## config.mk

```make
export PLATFORM = sky130hd
export DESIGN_NAME = tcmr_timer_regs
export DESIGN_NICKNAME = d
export VERILOG_FILES = /design/src/tcmr_pkg.sv /design/src/tcmr_cmp_if.sv /design/src/tcmr_cmp_chan.sv /design/src/tcmr_force_unit.sv /design/src/tcmr_timer_regs.sv
export SDC_FILE = /design/constraint.sdc
export NUM_CORES = 1
export LEC_CHECK = 0
export BUFFER_PORTS_ARGS = -buffer_cell sky130_fd_sc_hd__buf_4
export CAP_MARGIN = 5
export CORE_AREA = 3 3 107 109
export DETAILED_ROUTE_END_ITERATION = 12
export DIE_AREA = 0 0 110 112
export GPL_TIMING_DRIVEN = 0
export PLACE_DENSITY_LB_ADDON = 0.15
export REMOVE_ABC_BUFFERS = 1
export SLEW_MARGIN = 20
export SYNTH_ARGS = -nofsm -noshare
export SYNTH_HDL_FRONTEND = slang
export SYNTH_HIERARCHICAL = 1
export SYNTH_SLANG_ARGS = --single-unit
```

## constraint.sdc

```tcl
create_clock -name i_clk_sys -period 2.57 [get_ports i_clk_sys]
set_input_delay 0.257 -clock i_clk_sys [delete_from_list [all_inputs] [get_ports i_clk_sys]]
set_output_delay 0.257 -clock i_clk_sys [all_outputs]
set_load 0.05 [all_outputs]
```

## src/tcmr_pkg.sv

```systemverilog
// What this block does
// - Force strobe B gives immediate match, non-PWM
// - Forced B effect follows channel B action
// - Forced B match: no interrupt, no clear
// - Force B bit is strobe, reads zero
// - Force strobe C gives immediate match, non-PWM
// - Forced C effect uses action at strobe
// - Forced C match: no interrupt, no clear
// - Force C bit self-clears, reads zero
// - Low five control bits reserved, unwritable
// - Counter visible as readable writable byte pair
// - Counter bytes move atomically through latch
// - One shared high-byte latch for all
// - Counter write blocks next tick's matches
// - Three compares checked every unblocked timer tick
// - Compare writes staged, land together on low
// - Non-PWM modes are codes 0, 4, C
// - Match pulse cycle after equality, never forced
// - No pins; events stay internal
package tcmr_pkg;
  localparam logic [15:0] TCMR_ADDR_FORCE_CTRL = 16'h0122;
  localparam logic [15:0] TCMR_ADDR_COUNT_LOW = 16'h0124;
  localparam logic [15:0] TCMR_ADDR_COUNT_HIGH = 16'h0125;
  localparam logic [15:0] TCMR_ADDR_CMP_A_LOW = 16'h0128;
  localparam logic [15:0] TCMR_ADDR_CMP_A_HIGH = 16'h0129;
  localparam logic [15:0] TCMR_ADDR_CMP_B_LOW = 16'h012A;
  localparam logic [15:0] TCMR_ADDR_CMP_B_HIGH = 16'h012B;
  localparam logic [15:0] TCMR_ADDR_CMP_C_LOW = 16'h012C;
  localparam logic [15:0] TCMR_ADDR_CMP_C_HIGH = 16'h012D;
  localparam int TCMR_NUM_CHAN = 3;
  localparam int TCMR_CHAN_A = 0;
  localparam int TCMR_CHAN_B = 1;
  localparam int TCMR_CHAN_C = 2;
  localparam int TCMR_FORCE_B_BIT = 6;
  localparam int TCMR_FORCE_C_BIT = 5;
  localparam logic [7:0] TCMR_FORCE_CTRL_READ = 8'h00;
  localparam logic [7:0] TCMR_CMP_C_LOW_WMASK = 8'h7F;
  localparam logic [7:0] TCMR_UNMAPPED_READ = 8'h00;
  localparam logic [7:0] TCMR_BYTE_RESET = 8'h00;
  localparam logic [15:0] TCMR_WORD_RESET = 16'h0000;
  localparam logic [15:0] TCMR_COUNT_STEP = 16'h0001;
  localparam logic [1:0] TCMR_ACTION_RESET = 2'h0;
  localparam logic [3:0] TCMR_MODE_NORMAL = 4'h0;
  localparam logic [3:0] TCMR_MODE_CLEAR_ON_MATCH = 4'h4;
  localparam logic [3:0] TCMR_MODE_CLEAR_ON_MATCH_ALT = 4'hC;

  typedef struct packed {
    logic [7:0] temp;
    logic [15:0] count;
    logic [TCMR_NUM_CHAN-1:0][15:0] compare;
    logic block_pending;
    logic [7:0] rdata;
  } tcmr_main_state_t;

  typedef struct packed {
    logic event_pulse;
    logic [1:0] action;
  } tcmr_force_state_t;

  typedef struct packed {
    logic match;
  } tcmr_chan_state_t;

  function automatic logic tcmr_is_non_pwm(input logic [3:0] mode);
    tcmr_is_non_pwm = (mode == TCMR_MODE_NORMAL) || (mode == TCMR_MODE_CLEAR_ON_MATCH)
      || (mode == TCMR_MODE_CLEAR_ON_MATCH_ALT);
  endfunction

  function automatic logic tcmr_is_clear_on_match(input logic [3:0] mode);
    tcmr_is_clear_on_match = (mode == TCMR_MODE_CLEAR_ON_MATCH)
      || (mode == TCMR_MODE_CLEAR_ON_MATCH_ALT);
  endfunction
endpackage

```

## src/tcmr_cmp_if.sv

```systemverilog
`timescale 1ns/100ps
`default_nettype none
interface tcmr_cmp_if;
  logic [15:0] count;
  logic [15:0] compare;
  logic tick;
  logic block;
  logic match;
  modport ctrl (output count, output compare, output tick, output block, input match);
  modport chan (input count, input compare, input tick, input block, output match);
endinterface
`default_nettype wire

```

## src/tcmr_cmp_chan.sv

```systemverilog
`timescale 1ns/100ps
`default_nettype none
module tcmr_cmp_chan
  import tcmr_pkg::*;
(
  input wire logic i_clk_sys, // System clock
  input wire logic i_reset_n, // Synchronous reset, active low
  tcmr_cmp_if.chan cmp // Counter view and match pulse
);
  tcmr_chan_state_t state;
  tcmr_chan_state_t next_state;

  always_comb
  begin
    next_state = state;
    // Pulse lands the cycle after the tick that saw equality
    next_state.match = cmp.tick && !cmp.block && (cmp.count == cmp.compare);
  end

  always_ff @(posedge i_clk_sys)
  begin
    if (!i_reset_n)
      state <= '0;
    else
      state <= next_state;
  end

  assign cmp.match = state.match;
endmodule // tcmr_cmp_chan
`default_nettype wire

```

## src/tcmr_force_unit.sv

```systemverilog
`timescale 1ns/100ps
`default_nettype none
module tcmr_force_unit
  import tcmr_pkg::*;
(
  input wire logic i_clk_sys, // System clock
  input wire logic i_reset_n, // Synchronous reset, active low
  input wire logic i_strobe, // One written to this channel's force bit
  input wire logic [3:0] i_waveform_mode_field, // Current waveform mode
  input wire logic [1:0] i_output_action, // Channel compare output action
  output logic o_event, // Forced match pulse
  output logic [1:0] o_action // Action sampled at the strobe
);
  tcmr_force_state_t state;
  tcmr_force_state_t next_state;

  always_comb
  begin
    next_state = state;
    next_state.event_pulse = i_strobe && tcmr_is_non_pwm(i_waveform_mode_field);
    // Action is frozen at the strobe so a later field change cannot alter it
    if (next_state.event_pulse)
      next_state.action = i_output_action;
  end

  always_ff @(posedge i_clk_sys)
  begin
    if (!i_reset_n)
    begin
      state.event_pulse <= 1'b0;
      state.action <= TCMR_ACTION_RESET;
    end
    else
      state <= next_state;
  end

  assign o_event = state.event_pulse;
  assign o_action = state.action;

  property p_force_gate;
    @(posedge i_clk_sys) disable iff (!i_reset_n)
    o_event |-> $past(i_strobe) && tcmr_is_non_pwm($past(i_waveform_mode_field));
  endproperty
  a_force_gate: assert property (p_force_gate)
    else $error("forced match outside a non-PWM mode");

  property p_force_action;
    @(posedge i_clk_sys) disable iff (!i_reset_n)
    o_event |-> (o_action == $past(i_output_action))
      ##1 (o_event || (o_action == $past(o_action)));
  endproperty
  a_force_action: assert property (p_force_action)
    else $error("forced action not taken from strobe cycle");
endmodule // tcmr_force_unit
`default_nettype wire

```

## src/tcmr_timer_regs.sv

```systemverilog
`timescale 1ns/100ps
`default_nettype none
module tcmr_timer_regs
  import tcmr_pkg::*;
(
  input wire logic i_clk_sys, // System clock, 10 MHz
  input wire logic i_reset_n, // Synchronous reset, active low
  input wire logic [15:0] i_addr, // Data-space byte address
  input wire logic i_wr_en, // Byte write strobe
  input wire logic i_rd_en, // Byte read strobe
  input wire logic [7:0] i_wdata, // Write data
  input wire logic i_timer_tick, // Prescaled timer clock enable
  input wire logic [3:0] i_waveform_mode_field, // Waveform mode from control
  input wire logic [1:0] i_chan_b_output_action, // Channel B output action
  input wire logic [1:0] i_chan_c_output_action, // Channel C output action
  output logic [7:0] o_rdata, // Read data, one cycle after the read
  output logic [15:0] o_count_value, // Current counter
  output logic [2:0] o_match_set, // Match flag set pulses, A..C
  output logic o_force_event_b, // Forced match pulse, channel B
  output logic o_force_event_c, // Forced match pulse, channel C
  output logic [1:0] o_force_action_b, // Action of last forced B match
  output logic [1:0] o_force_action_c // Action of last forced C match
);
  tcmr_main_state_t state;
  tcmr_main_state_t next_state;
  logic [TCMR_NUM_CHAN-1:0] match;
  logic wr_force;
  logic wr_count;
  logic ctc_clear;
  logic [7:0] rd_mux;

  tcmr_cmp_if cmp_bus[TCMR_NUM_CHAN]();

  genvar g;
  generate
    for (g = 0; g < TCMR_NUM_CHAN; g++)
    begin : g_chan
      assign cmp_bus[g].count = state.count;
      assign cmp_bus[g].compare = state.compare[g];
      assign cmp_bus[g].tick = i_timer_tick;
      assign cmp_bus[g].block = state.block_pending;
      assign match[g] = cmp_bus[g].match;
      tcmr_cmp_chan u_chan (
        .i_clk_sys(i_clk_sys),
        .i_reset_n(i_reset_n),
        .cmp(cmp_bus[g])
      );
    end
  endgenerate

  // Force strobes never reach the match pulses or the counter clear
  assign wr_force = i_wr_en && (i_addr == TCMR_ADDR_FORCE_CTRL);

  tcmr_force_unit u_force_b (
    .i_clk_sys(i_clk_sys),
    .i_reset_n(i_reset_n),
    .i_strobe(wr_force && i_wdata[TCMR_FORCE_B_BIT]),
    .i_waveform_mode_field(i_waveform_mode_field),
    .i_output_action(i_chan_b_output_action),
    .o_event(o_force_event_b),
    .o_action(o_force_action_b)
  );

  tcmr_force_unit u_force_c (
    .i_clk_sys(i_clk_sys),
    .i_reset_n(i_reset_n),
    .i_strobe(wr_force && i_wdata[TCMR_FORCE_C_BIT]),
    .i_waveform_mode_field(i_waveform_mode_field),
    .i_output_action(i_chan_c_output_action),
    .o_event(o_force_event_c),
    .o_action(o_force_action_c)
  );

  assign wr_count = i_wr_en && ((i_addr == TCMR_ADDR_COUNT_LOW)
    || (i_addr == TCMR_ADDR_COUNT_HIGH));

  // Clear-on-match uses compare A only; a blocked tick cannot clear either
  assign ctc_clear = i_timer_tick && !state.block_pending
    && tcmr_is_clear_on_match(i_waveform_mode_field)
    && (state.count == state.compare[TCMR_CHAN_A]);

  always_comb
  begin
    rd_mux = TCMR_UNMAPPED_READ;
    case (i_addr)
      TCMR_ADDR_FORCE_CTRL: rd_mux = TCMR_FORCE_CTRL_READ;
      TCMR_ADDR_COUNT_LOW: rd_mux = state.count[7:0];
      TCMR_ADDR_COUNT_HIGH: rd_mux = state.temp;
      TCMR_ADDR_CMP_A_LOW: rd_mux = state.compare[TCMR_CHAN_A][7:0];
      TCMR_ADDR_CMP_A_HIGH: rd_mux = state.compare[TCMR_CHAN_A][15:8];
      TCMR_ADDR_CMP_B_LOW: rd_mux = state.compare[TCMR_CHAN_B][7:0];
      TCMR_ADDR_CMP_B_HIGH: rd_mux = state.compare[TCMR_CHAN_B][15:8];
      TCMR_ADDR_CMP_C_LOW: rd_mux = state.compare[TCMR_CHAN_C][7:0];
      TCMR_ADDR_CMP_C_HIGH: rd_mux = state.compare[TCMR_CHAN_C][15:8];
      default: rd_mux = TCMR_UNMAPPED_READ;
    endcase
  end

  always_comb
  begin
    next_state = state;
    next_state.rdata = i_rd_en ? rd_mux : state.rdata;

    // Counter advances on the tick; a CPU write below takes priority
    if (ctc_clear)
      next_state.count = TCMR_WORD_RESET;
    else if (i_timer_tick)
      next_state.count = state.count + TCMR_COUNT_STEP;

    // A pending block is used up by the first tick after the write
    if (i_timer_tick)
      next_state.block_pending = 1'b0;

    // Reading the low byte snapshots the high byte into the shared latch
    if (i_rd_en && (i_addr == TCMR_ADDR_COUNT_LOW))
      next_state.temp = state.count[15:8];

    if (i_wr_en)
    begin
      case (i_addr)
        TCMR_ADDR_COUNT_HIGH,
        TCMR_ADDR_CMP_A_HIGH,
        TCMR_ADDR_CMP_B_HIGH,
        TCMR_ADDR_CMP_C_HIGH: next_state.temp = i_wdata;
        TCMR_ADDR_COUNT_LOW:
        begin
          next_state.count = {state.temp, i_wdata};
        end
        TCMR_ADDR_CMP_A_LOW: next_state.compare[TCMR_CHAN_A] = {state.temp, i_wdata};
        TCMR_ADDR_CMP_B_LOW: next_state.compare[TCMR_CHAN_B] = {state.temp, i_wdata};
        TCMR_ADDR_CMP_C_LOW:
        begin
          // Top bit of this low byte is read-only and holds its value
          next_state.compare[TCMR_CHAN_C] = {state.temp,
            (i_wdata & TCMR_CMP_C_LOW_WMASK)
            | (state.compare[TCMR_CHAN_C][7:0] & ~TCMR_CMP_C_LOW_WMASK)};
        end
        default: next_state.temp = state.temp;
      endcase
    end

    // Set after the tick clear so a write in a tick cycle still blocks the next one
    if (wr_count)
      next_state.block_pending = 1'b1;
  end

  always_ff @(posedge i_clk_sys)
  begin
    if (!i_reset_n)
    begin
      state.temp <= TCMR_BYTE_RESET;
      state.count <= TCMR_WORD_RESET;
      state.compare <= '0;
      state.block_pending <= 1'b0;
      state.rdata <= TCMR_BYTE_RESET;
    end
    else
      state <= next_state;
  end

  assign o_rdata = state.rdata;
  assign o_count_value = state.count;
  assign o_match_set = match;

  property p_force_b_fires;
    @(posedge i_clk_sys) disable iff (!i_reset_n)
    wr_force && i_wdata[TCMR_FORCE_B_BIT] && tcmr_is_non_pwm(i_waveform_mode_field)
      |=> o_force_event_b
      ##1 (!o_force_event_b || $past(wr_force && i_wdata[TCMR_FORCE_B_BIT]));
  endproperty
  a_force_b_fires: assert property (p_force_b_fires)
    else $error("force B strobe did not give one forced match");

  property p_force_c_pwm_quiet;
    @(posedge i_clk_sys) disable iff (!i_reset_n)
    !tcmr_is_non_pwm(i_waveform_mode_field) |=> !o_force_event_c;
  endproperty
  a_force_c_pwm_quiet: assert property (p_force_c_pwm_quiet)
    else $error("force C acted in a PWM mode");

  property p_force_no_clear;
    @(posedge i_clk_sys) disable iff (!i_reset_n)
    wr_force && !i_timer_tick && !wr_count |=> o_count_value == $past(o_count_value);
  endproperty
  a_force_no_clear: assert property (p_force_no_clear)
    else $error("force strobe disturbed the counter");

  property p_force_reads_zero;
    @(posedge i_clk_sys) disable iff (!i_reset_n)
    i_rd_en && (i_addr == TCMR_ADDR_FORCE_CTRL) |=> o_rdata == TCMR_FORCE_CTRL_READ;
  endproperty
  a_force_reads_zero: assert property (p_force_reads_zero)
    else $error("force control register read non-zero");

  property p_count_atomic_read;
    @(posedge i_clk_sys) disable iff (!i_reset_n)
    i_rd_en && (i_addr == TCMR_ADDR_COUNT_LOW) && !i_wr_en
      ##1 i_rd_en && (i_addr == TCMR_ADDR_COUNT_HIGH) && !i_wr_en
      |=> {o_rdata, $past(o_rdata)} == $past(o_count_value, 2);
  endproperty
  a_count_atomic_read: assert property (p_count_atomic_read)
    else $error("counter bytes not read as one word");

  property p_write_blocks_match;
    @(posedge i_clk_sys) disable iff (!i_reset_n)
    wr_count ##1 (!i_timer_tick && !wr_count) ##1 i_timer_tick |=> o_match_set == 3'b000;
  endproperty
  a_write_blocks_match: assert property (p_write_blocks_match)
    else $error("match seen on the tick after a counter write");

  property p_match_cause;
    @(posedge i_clk_sys) disable iff (!i_reset_n)
    o_match_set[TCMR_CHAN_B] |-> $past(i_timer_tick)
      && ($past(o_count_value) == $past(state.compare[TCMR_CHAN_B]));
  endproperty
  a_match_cause: assert property (p_match_cause)
    else $error("channel B match without equality on a tick");

  property p_cmp_staged_write;
    @(posedge i_clk_sys) disable iff (!i_reset_n)
    i_wr_en && (i_addr == TCMR_ADDR_CMP_B_HIGH)
      ##1 i_wr_en && (i_addr == TCMR_ADDR_CMP_B_LOW)
      |=> state.compare[TCMR_CHAN_B] == {$past(i_wdata, 2), $past(i_wdata)};
  endproperty
  a_cmp_staged_write: assert property (p_cmp_staged_write)
    else $error("compare B bytes not written together");

  property p_reset_zero;
    @(posedge i_clk_sys)
    !i_reset_n |=> (o_count_value == TCMR_WORD_RESET) && (state.temp == TCMR_BYTE_RESET)
      && (o_match_set == 3'b000);
  endproperty
  a_reset_zero: assert property (p_reset_zero)
    else $error("state not cleared by reset");
endmodule // tcmr_timer_regs
`default_nettype wire

```

======== Word level (Yosys, flattened, before mapping) ========
Cells that the tools add are included.
word-level totals
  word-level logic and storage cells ...... 68
  register bits after elaboration ......... 90
  output and inout bits ................... 33
  input bits .............................. 37
operators by class
  muxes and demuxes ....................... 12
  bitwise gates (word level) .............. 1
  $add $sub $neg .......................... 1
  reductions and logical operators ........ 25
  equal/unequal tests ..................... 15
operator list
  cell                     count
  $eq A16 B9 Y1 const B    9
  $mux W16                 6
  $mux W72                 1
  $pmux W8 S8              1
  $eq A16 B16 Y1           3
  $add A16 B1 Y16 const B  1
  $pmux W8 S2              1
  $logic_and A1 B1 Y1      13
  $mux W8                  1
  $or A7 B8 Y8             1
  $reduce_or A4 Y1         2
  $reduce_and A2 Y1        3
  $eq A4 B3 Y1 const B     1
  $eq A4 B4 Y1 const B     1
  $logic_not A4 Y1         1
  $logic_or A1 B1 Y1       4
  $ne A3 B2 Y1 const B     1
  $mux W1                  2
  $reduce_bool A2 Y1       1
  $logic_not A1 Y1         1

======== Logic depth before layout (Yosys ltp) ========
Gate-level depths: netlist (run 1).
  depth in word-level cells ............... 7
  gate-level depth with buffers ........... 8
  gate-level depth less buffers ........... 6

======== Hierarchy ========
The synthesis (run 1) kept the hierarchy.
modules (own cells, without submodules)
  module           times used  seq. area each (µm²)  cells an instance  area an instance (µm²)
  tcmr_timer_regs  1           1601.5                532                4385.5
  tcmr_cmp_chan    3           20.0                  24                 206.4
  tcmr_force_unit  2           60.1                  12                 140.1

======== Least setup slack after synthesis (run 1) ========
Ideal clock, no wire load.
  path kind ............................... in2reg
  from .................................... input port i_addr[4]
  to ...................................... register, netlist name cmp_bus[0].compare[10]
  setup time .............................. 0.141 ns
  required time ........................... 2.429 ns
  stages .................................. 7
  slack ................................... 0.706 ns
  path buffers ............................ 2
  arrival ................................. 1.724 ns
  path through ............................ or4b_1 > buf_6 > nor4_4 > nand2_1 > clkbuf_1 > nand2_1 > a21oi_2
between the ends
  word-level cells in the longest chain between the ends .. 2
RTL lines
  element                             line                    source
  start, declared                     tcmr_timer_regs.sv:8    input wire logic [15:0] i_addr,
  $eq A16 B9 Y1                       tcmr_timer_regs.sv:120  case (i_addr)
  $reduce_and A2 Y1 (no source line)  --
Every way passes these cells.
A chain may end at the register's enable or synchronous reset.

======== Final worst setup path (run 1) ========
  from .................................... input port i_addr[13]
  to ...................................... register u_force_b.state, in the netlist u_force_b/o_action[0]
between the ends
  word-level cells in the longest chain between the ends .. 4
RTL lines
  element               line                   source
  $eq A16 B9 Y1         tcmr_timer_regs.sv:52  assign wr_force = i_wr_en && (i_addr == TCMR_ADDR_FORCE_CTRL);
  $logic_and A1 B1 Y1   tcmr_timer_regs.sv:52
  $logic_and A1 B1 Y1   tcmr_timer_regs.sv:57  .i_strobe(wr_force && i_wdata[TCMR_FORCE_B_BIT]),
  $logic_and A1 B1 Y1   tcmr_force_unit.sv:20  next_state.event_pulse = i_strobe && tcmr_is_non_pwm(i_waveform_mode_field);
  end signal, assigned  tcmr_force_unit.sv:34  state <= next_state;
  end, declared         tcmr_force_unit.sv:14  tcmr_force_state_t state;
Every way passes these cells.

==> results.cfg, run 1 <==
[cts]
htree_levels = 3
clockBufferDepth = 2
cts.sinks = 89
cts_buffers = 9
clk_pin_slew_ps = 90
clk_latency_ps = 370
root_buffer = clkbuf_8
post_cts_buffers = 0
cts_tree = built

[pwr]
switching_share_pct = 24.8
power.density_mw_per_mm2 = 477
leakage_uw = 0.00241
combinationalPowerShare_pct = 8.5
seq_power_share_pct = 50.1
max-vdd-ir-drop_v = 0.000277
p_switching_uw = 691
power_frac_clock_pct = 41.4
power.internal_uw = 2100

[floorplanning]
die_area_mm2 = 0.0123
io_pins = 70
die_y_um = 112
die_x_um = 110
core_mm2 = 0.0107
core.rowCount = 38
start_util_pct = 49.4

[timing]
rsz0062_at_grt = no
clock_skew_ps = 10.0
max_slew_margin_pct = 44.0
fin_crit_sh_pct = 89.8
finalHoldViolations = 0
worst_slack_ps = 263
hold_ws_ps = 147
max_freq_mhz = 433
setup_viol = 0
min_period_ps = 2310
worst_pin_slew_ps = 834
slew_viol_final = 0

[detailed_routing]
dr.pass1.iters = 6
vias_per_cell = 5.90
drc_errors = 0
post_drt_wl_per_cell_um = 20.2
drtIter0Drc = 416
vias = 4675
ant_nets = 0
routed_wl_um = 16000

[global_routing]
grt_usage_pct = 26.5
antenna_found_initial = 0
grt_pass1_wl_um = 24800
grt_overflow = 0
first_global_vias = 4387
grt_max_degree = 29

[critical_path]
arrival_ps = 2600
critPathMaxFanout = 7
regToRegSetupSlack_ps = 330
reg2reg_from = o_count_value[7]
path_class = input pin to flop
cp-start-kind = input pin
r2r-end = o_count_value[3]
required_ps = 2860
r2r_cells = 5
worstSetupEndpointType = flop

[finish]
final-seq-area_mm2 = 0.00178
num_antenna_cells = 0
layout_common_cells = nand2_1 (139), dfxtp_1 (89), xor2_1 (76)
drive_above_1_share_pct = 21.0
area_growth_pct = 10.7
layout_commonest_cell = nand2_1
multi_input_area_mm2 = 0.00308
n_fill_cell = 1032
final_nets = 685

[synthesis]
yosysUniqueCellTypes = 58
synth_area_per_cell_um2 = 8.42
synth_top_area_cell = dfxtp_1
ys_seq_area_share_pct = 33.7
synth.top_cell.area_share_pct = 33.7
synthTopCellsByArea = dfxtp_1 (34%), xor2_1 (13%), nand2_1 (9.9%), buf_4 (4.0%), a21oi_1 (3.4%)
yosysWarnings = 6
synth_ff_type = dfxtp_1
synth-seq-cells = 89
syn_area_mm2 = 0.00529
synth_edf_count = 0
ys_async_sr_fraction_pct = 0
synthCells = 628

[placement]
routabilityCongestion = 0.952
hpwl_um = 11500
io_buffers = 69
pre_cts_ws_ps = -417

[worst_hold_path]
min_path_cells = 3
hold_end = o_count_value[1]
min-delay-start = i_wdata[1]
hold_path.class = input pin to flop

[job]
maxCapViolations = 0

[run_status]
status = complete, no violations
## logic make-up after synthesis
| kind of cell | Yosys count | share of synthesized area [%] |
|---|---|---|
| fa+ha+maj | 1 | 0.237 |
| compound gates | 121 | 14.9 |
| mux | 19 | 4.00 |
| simple gates | 247 | 25.7 |
| flops | 89 | 33.7 |
| buf+inv | 71 | 8.26 |
| other cells | 1 | 0.0710 |
| xor+xnor | 79 | 13.1 |
## worst max-delay path by stage
stage / startpoint / endpoint / slack (ps) / cells past startpoint
global route: i_addr[13] / u_force_b/o_action[0] / 170 / 7
detailed placement: i_addr[0] / o_count_value[4] / -420 / 6
CTS: i_addr[0] / o_count_value[7] / 190 / 6
global placement: i_reset_n / o_count_value[1] / -490 / 5
floorplan: o_count_value[7] / o_count_value[0] / 390 / 5
finish: i_addr[13] / u_force_b/o_action[0] / 260 / 7
## flip-flops by register name, indices dropped and copies added, names as in the netlist, 2 cells and up
signal	flops
state	8
o_rdata	8
u_force_b/o_action	2
o_count_value	16
u_force_c/o_action	2
cmp_bus.compare	47
g_chan.u_chan/cmp.match	3
## per-layer routing
layer	wire length (um)	share of wire [%]	GRT usage, %	vias up
met5	0	0	0	-
met1	6820	43	37.7	2226
met4	337	2.1	8.15	0
met3	1210	7.6	3.83	31
li1	-	-	-	2205
met2	7600	48	41.4	213
## area by class of cell
type / count / share of cell area (%)
Multi-Input combinational cell: 468 / 52.7
Sequential cell: 89 / 30.5
Timing Repair Buffer: 70 / 9.20
Tap cell: 140 / 2.99
Clock buffer: 12 / 2.82
Clock inverter: 4 / 1.26
Inverter: 9 / 0.577
## worst max-delay path, cell delays in order
cell     delay (ps)
buf_4           120
nor4_2          550
nand3_1         320
nor4_1          620
and2_1          210
nor4b_4         290
mux2i_1         230
## timing repair
action,4_1_cts,5_1_grt
gates resized for setup,1,1
hold buffers,0,0
setup endpoints to repair,8,2
gates cloned,0,0
## Yosys cell counts (2+ instances only)
library cell / number
a22oi_1: 12
nor4b_1: 2
mux2i_1: 11
a32oi_1: 7
o21ai_0: 19
inv_1: 9
or4b_1: 2
nor4_1: 17
nand2b_1: 2
xnor2_1: 3
nor2_1: 7
clkbuf_1: 17
or3_1: 2
nor2b_4: 2
nor2b_1: 2
buf_1: 2
a21oi_2: 20
nand4_1: 9
a22o_1: 2
and4_1: 6
mux2_2: 7
buf_2: 9
buf_6: 5
nand2_1: 139
and2_2: 2
a21oi_1: 36
nor4_2: 6
xor2_1: 76
nor4_4: 2
and2_1: 5
buf_4: 28
nor4b_4: 3
a222oi_1: 5
nand3_1: 16
o21ai_1: 12
nor3_2: 2
nor3_1: 6
dfxtp_1: 89
o21a_1: 4
and3_1: 5
## through the flow
step / instance area (um^2) / instances / power (uW) / TNS, ps / utilization (%)
after floorplan: 4880 / 566 / 1530 / 0 / -
after global placement: 5580 / 775 / 1650 / -8420 / 52.1
after detailed placement: 5600 / 776 / 1660 / -6460 / 52.4
after CTS: 5840 / 792 / 2790 / 0 / 54.6
after global routing: 5850 / 792 / 2870 / 0 / 54.7
final: 5850 / 792 / 2790 / 0 / 54.7
## power by group through the flow
stage	combinational (uW)	clock (uW)	sequential [uW]
floorplan	78.7	0	1450
global placement	222	0	1430
detailed placement	230	0	1430
CTS	231	1160	1400
global route	249	1220	1400
finish	236	1150	1400
Power figures use the tool's default switching activity.
==> run 2, diff against run 1 <==
--- a/config.mk
+++ b/config.mk
@@ -11,7 +11,7 @@
 export DETAILED_ROUTE_END_ITERATION = 12
 export DIE_AREA = 0 0 110 112
 export GPL_TIMING_DRIVEN = 0
-export PLACE_DENSITY_LB_ADDON = 0.15
+export PLACE_DENSITY = 0.67
 export REMOVE_ABC_BUFFERS = 1
 export SLEW_MARGIN = 20
 export SYNTH_ARGS = -nofsm -noshare
==> run 2 against run 1 <==
Effect of this change: clock skew is 1.6 ps higher; largest power group unchanged; worst hold slack worse by 3.9 ps; fmax hardly changed; first-iteration DRC count is 5.0% higher; via count is 0.30% higher; sequential cell count stayed put; critical path type unchanged.
==> results.cfg, run 2 (synthesis results as in run 1) <==
[cts]
root_buffer = clkbuf_8
htree_levels = 3
clk_pin_slew_ps = 90
cts_tree = built
cts.sinks = 89
clk_latency_ps = 360
cts_buffers = 9
clockBufferDepth = 2

[detailed_routing]
routed_wl_um = 15700
vias_per_cell = 5.93
drtIter0Drc = 437
vias = 4689
dr.pass1.iters = 6
post_drt_wl_per_cell_um = 19.9
drc_errors = 0
ant_nets = 0

[global_routing]
first_global_vias = 4497
grt_pass1_wl_um = 24400
grt_usage_pct = 26.0
grt_max_degree = 35
antenna_found_initial = 0
grt_overflow = 0

[critical_path]
r2r-end = o_count_value[15]
regToRegSetupSlack_ps = 300
worstSetupStartpoint = i_addr[13]
critPathMaxFanout = 7
arrival_ps = 2600
cp-start-kind = input pin
reg2reg_from = o_count_value[12]
required_ps = 2860
path_class = input pin to flop
r2r_cells = 5
worstSetupEndpointType = flop
endpoint = u_force_b/o_action[1]

[timing]
rsz0062_at_grt = no
setup_viol = 0
clock_skew_ps = 11.6
fin_crit_sh_pct = 89.8
hold_ws_ps = 143
max_freq_mhz = 434
finalHoldViolations = 0
max_slew_margin_pct = 43.7
slew_viol_final = 0
fin_tns_setup_ps = 0
worst_pin_slew_ps = 843
min_period_ps = 2310

[worst_hold_path]
hold_path.class = input pin to flop
min-delay-start = i_wdata[7]
min_path_cells = 3

[pwr]
max-vdd-ir-drop_v = 0.000278
leakage_uw = 0.00238
power.density_mw_per_mm2 = 438

[floorplanning]
core.rowCount = 38
die_area_mm2 = 0.0123
core_mm2 = 0.0107
start_util_pct = 49.4
io_pins = 70
die_x_um = 110
die_y_um = 112

[job]
maxCapViolations = 0

[placement]
dpl.cell_count = 776
io_buffers = 69
routabilityCongestion = 0.938
postPlaceCellArea_mm2 = 0.00560
hpwl_um = 11300

[finish]
layout_commonest_cell = nand2_1
area_growth_pct = 9.33
final_nets = 685
largest_reg_flops = 47
final_area_mm2 = 0.00578
num_antenna_cells = 0
top_register = cmp_bus.compare
drive_above_1_share_pct = 20.4
layout_common_cells = nand2_1 (139), dfxtp_1 (89), xor2_1 (76)
final_util_pct = 54.0
stdcell_count = 791

[run_status]
status = complete, no violations
[run 2: repair_timing]
action,in CTS,in global routing
endpoints found under the setup margin,3,0
hold endpoints to repair,0,0
resized for setup,1,0
setup buffers,0,0
hold buffers,0,0
[run 2: per-layer routing]
metal	vias to the layer above	share of wire, %	GRT usage (%)
li1	2200	-	-
met1	2215	43	36.1
met2	234	47	39.2
met3	40	6.8	4.29
met4	0	3.9	12.1
met5	-	0	0
[run 2: metrics by stage]
| step | power [uW] | setup WS (ps) |
|---|---|---|
| floorplan | 1530 | 394 |
| global placement | 1650 | -454 |
| detailed placement | 1660 | -279 |
| CTS | 2540 | 336 |
| global route | 2620 | 22.7 |
| finish | 2530 | 263 |
[run 2: power by group]
group | switching [uW] | internal, uW | total (uW)
registers | 14.5 | 1380 | 1400
clock network | 501 | 401 | 902
logic | 147 | 84.9 | 232
[run 2: worst max-delay path: stages]
cell	delay, ps
buf_4	120
nor4_2	550
nand3_1	340
nor4_1	590
and2_1	220
nor4b_4	280
mux2i_1	230
[run 2: worst min path at each step]
stage                     slack (ps)               endpoint
final                            140       o_count_value[7]
after global routing             140  u_force_b/o_action[0]
after CTS                        140       o_count_value[7]
after detailed placement         450             o_rdata[7]
after global placement           440             o_rdata[4]
after floorplan                  370       o_count_value[0]
[run 2: final cells by class]
| class | count | area, um^2 |
|---|---|---|
| Clock inverter | 2 | 13.8 |
| Tap cell | 140 | 175 |
| Clock buffer | 13 | 159 |
| Multi-Input combinational cell | 468 | 3080 |
| Sequential cell | 89 | 1780 |
| Timing Repair Buffer | 70 | 538 |
| Inverter | 9 | 33.8 |
| Fill cell | 1004 | 4920 |
==> run 3, diff against run 2 <==
==> constraint.sdc (replaced) <==
create_clock -name i_clk_sys -period 3 [get_ports i_clk_sys]
set_input_delay 0.3 -clock i_clk_sys [delete_from_list [all_inputs] [get_ports i_clk_sys]]
set_output_delay 0.3 -clock i_clk_sys [all_outputs]
set_load 0.05 [all_outputs]
==> run 3 against run 2 <==
Effect of this change: register-to-register slack gained 430 ps; die area is the same; worst hold slack gained 43 ps; cell area is the same; sequential power shrank 14%; clock power shrank 14%; non-clock buffer count is the same; clock skew grew 1.6 ps; setup slack gained 380 ps; global-route usage is essentially flat; final cell count is the same; critical path depth shrank 1; critical path type unchanged.
==> results.cfg, run 3 (synthesis results as in run 1) <==
[critical_path]
arrival_ps = 2650
crit_buf_inv = 1
crit_chain = buf_4 -> nor4b_1 -> and4_1 -> and3_1 -> nand2_1 -> o21ai_1
required_ps = 3290
worstSetupEndpointType = flop
path_class = input pin to flop
critPathMaxFanout = 21
crit_family = simple AND/OR/NAND/NOR gates
cp-start-kind = input pin
critPathMaxStageDelay_ps = 710
critical_path.slowest_cell = nor4b_1

[pwr]
switching_share_pct = 26.3
power.internal_uw = 1600
combinationalPowerShare_pct = 9.2
max-vdd-ir-drop_v = 0.000238
total_power_uw = 2170
p_switching_uw = 571
power.density_mw_per_mm2 = 376
power_frac_clock_pct = 35.7
leakage_uw = 0.00238
seq_power_share_pct = 55.1

[placement]
routabilityCongestion = 0.938
hpwl_um = 11300
io_buffers = 69

[detailed_routing]
vias_per_cell = 5.98
dr.pass1.iters = 6
post_drt_wl_per_cell_um = 19.9
ant_nets = 0
drtIter0Drc = 420
routed_wl_um = 15700
vias = 4729
drc_errors = 0

[timing]
max_freq_mhz = 425
rsz0062_at_grt = no
setup_viol = 0
clock_skew_ps = 13.3
hold_ws_ps = 187
worst_pin_slew_ps = 843
slew_viol_final = 0
fin_crit_sh_pct = 78.4
min_period_ps = 2350
finalHoldViolations = 0
max_slew_margin_pct = 43.7

[cts]
cts_tree = built
clk_latency_ps = 370
cts_hold_buf = 0
post_cts_buffers = 0
cts_repair_resize_count = 0
htree_levels = 3
root_buffer = clkbuf_8
clk_pin_slew_ps = 90
cts.sinks = 89
clockBufferDepth = 2
cts_buffers = 9

[finish]
layout_common_cells = nand2_1 (139), dfxtp_1 (89), xor2_1 (76)
multi_input_area_mm2 = 0.00308
largest_reg_flops = 47
layout_commonest_cell = nand2_1
final_nets = 685
top_register = cmp_bus.compare
drive_above_1_share_pct = 20.4
n_fill_cell = 1004
final-seq-area_mm2 = 0.00178
num_antenna_cells = 0
area_growth_pct = 9.33
final_util_pct = 54.0

[floorplanning]
die_y_um = 112
die_x_um = 110
die_area_mm2 = 0.0123
start_util_pct = 49.4
core.rowCount = 38
io_pins = 70
core_mm2 = 0.0107

[global_routing]
first_global_vias = 4500
antenna_found_initial = 0
grt_pass1_wl_um = 24400
grt_max_degree = 35
grt_usage_pct = 26.0
grt_overflow = 0

[worst_hold_path]
hold_path.class = input pin to flop

[job]
maxCapViolations = 0

[run_status]
status = complete, no violations
-- run 3: cell counts in the layout (fill, tap and decap cells not counted) --
No cell type changed its count.
-- run 3: power groups by stage --
stage	Clock, uW	Combinational [uW]	Sequential (uW)
2_1_floorplan	0	67.4	1240
3_5_place_dp	0	195	1230
5_1_grt	835	210	1200
4_1_cts	783	195	1200
3_3_place_gp	0	189	1230
6_report	776	199	1200
-- run 3: tightest hold or removal path, delay by kind of cell --
| kind | cells | cell delay (ps) |
|---|---|---|
| mux | 1 | 60 |
| simple gates | 1 | 40 |
| buf+inv | 1 | 110 |
-- run 3: per-layer routing --
metal  GRT usage, %  vias up  wire length (um)
met5              0        -                 0
met4           12.1        0               629
met3           4.35       42              1170
met2           39.4      228              7340
met1           35.8     2257              6580
li1               -     2202                 -
-- run 3: area by class of cell --
cell class / instances / share of cell area [%]
tap: 140 / 3.03
clock buffer: 13 / 2.75
inverter: 9 / 0.585
sequential: 89 / 30.8
clock inverter: 2 / 0.238
timing repair buffer: 70 / 9.31
multi-input combinational: 468 / 53.2
-- run 3: stage by stage --
stage                     cells  instance area (um^2)  setup WS, ps  TNS, ps
after detailed placement    776                  5600           108        0
final                       791                  5780           648        0
after CTS                   791                  5770           414        0
after global routing        791                  5780           412        0
after floorplan             566                  4880           824        0
after global placement      775                  5580         -67.2     -463
-- run 3: path summary, 6_finish.rpt --
check	end	start	cells after the start	slack, ps
worst max-delay path	o_count_value[11]	i_addr[0]	6	650
worst min-delay path	u_force_c/o_action[0]	i_chan_c_output_action[0]	3	190
worst max register to register	o_count_value[15]	o_count_value[7]	5	730
worst min register to register	o_rdata[4]	o_rdata[4]	1	460
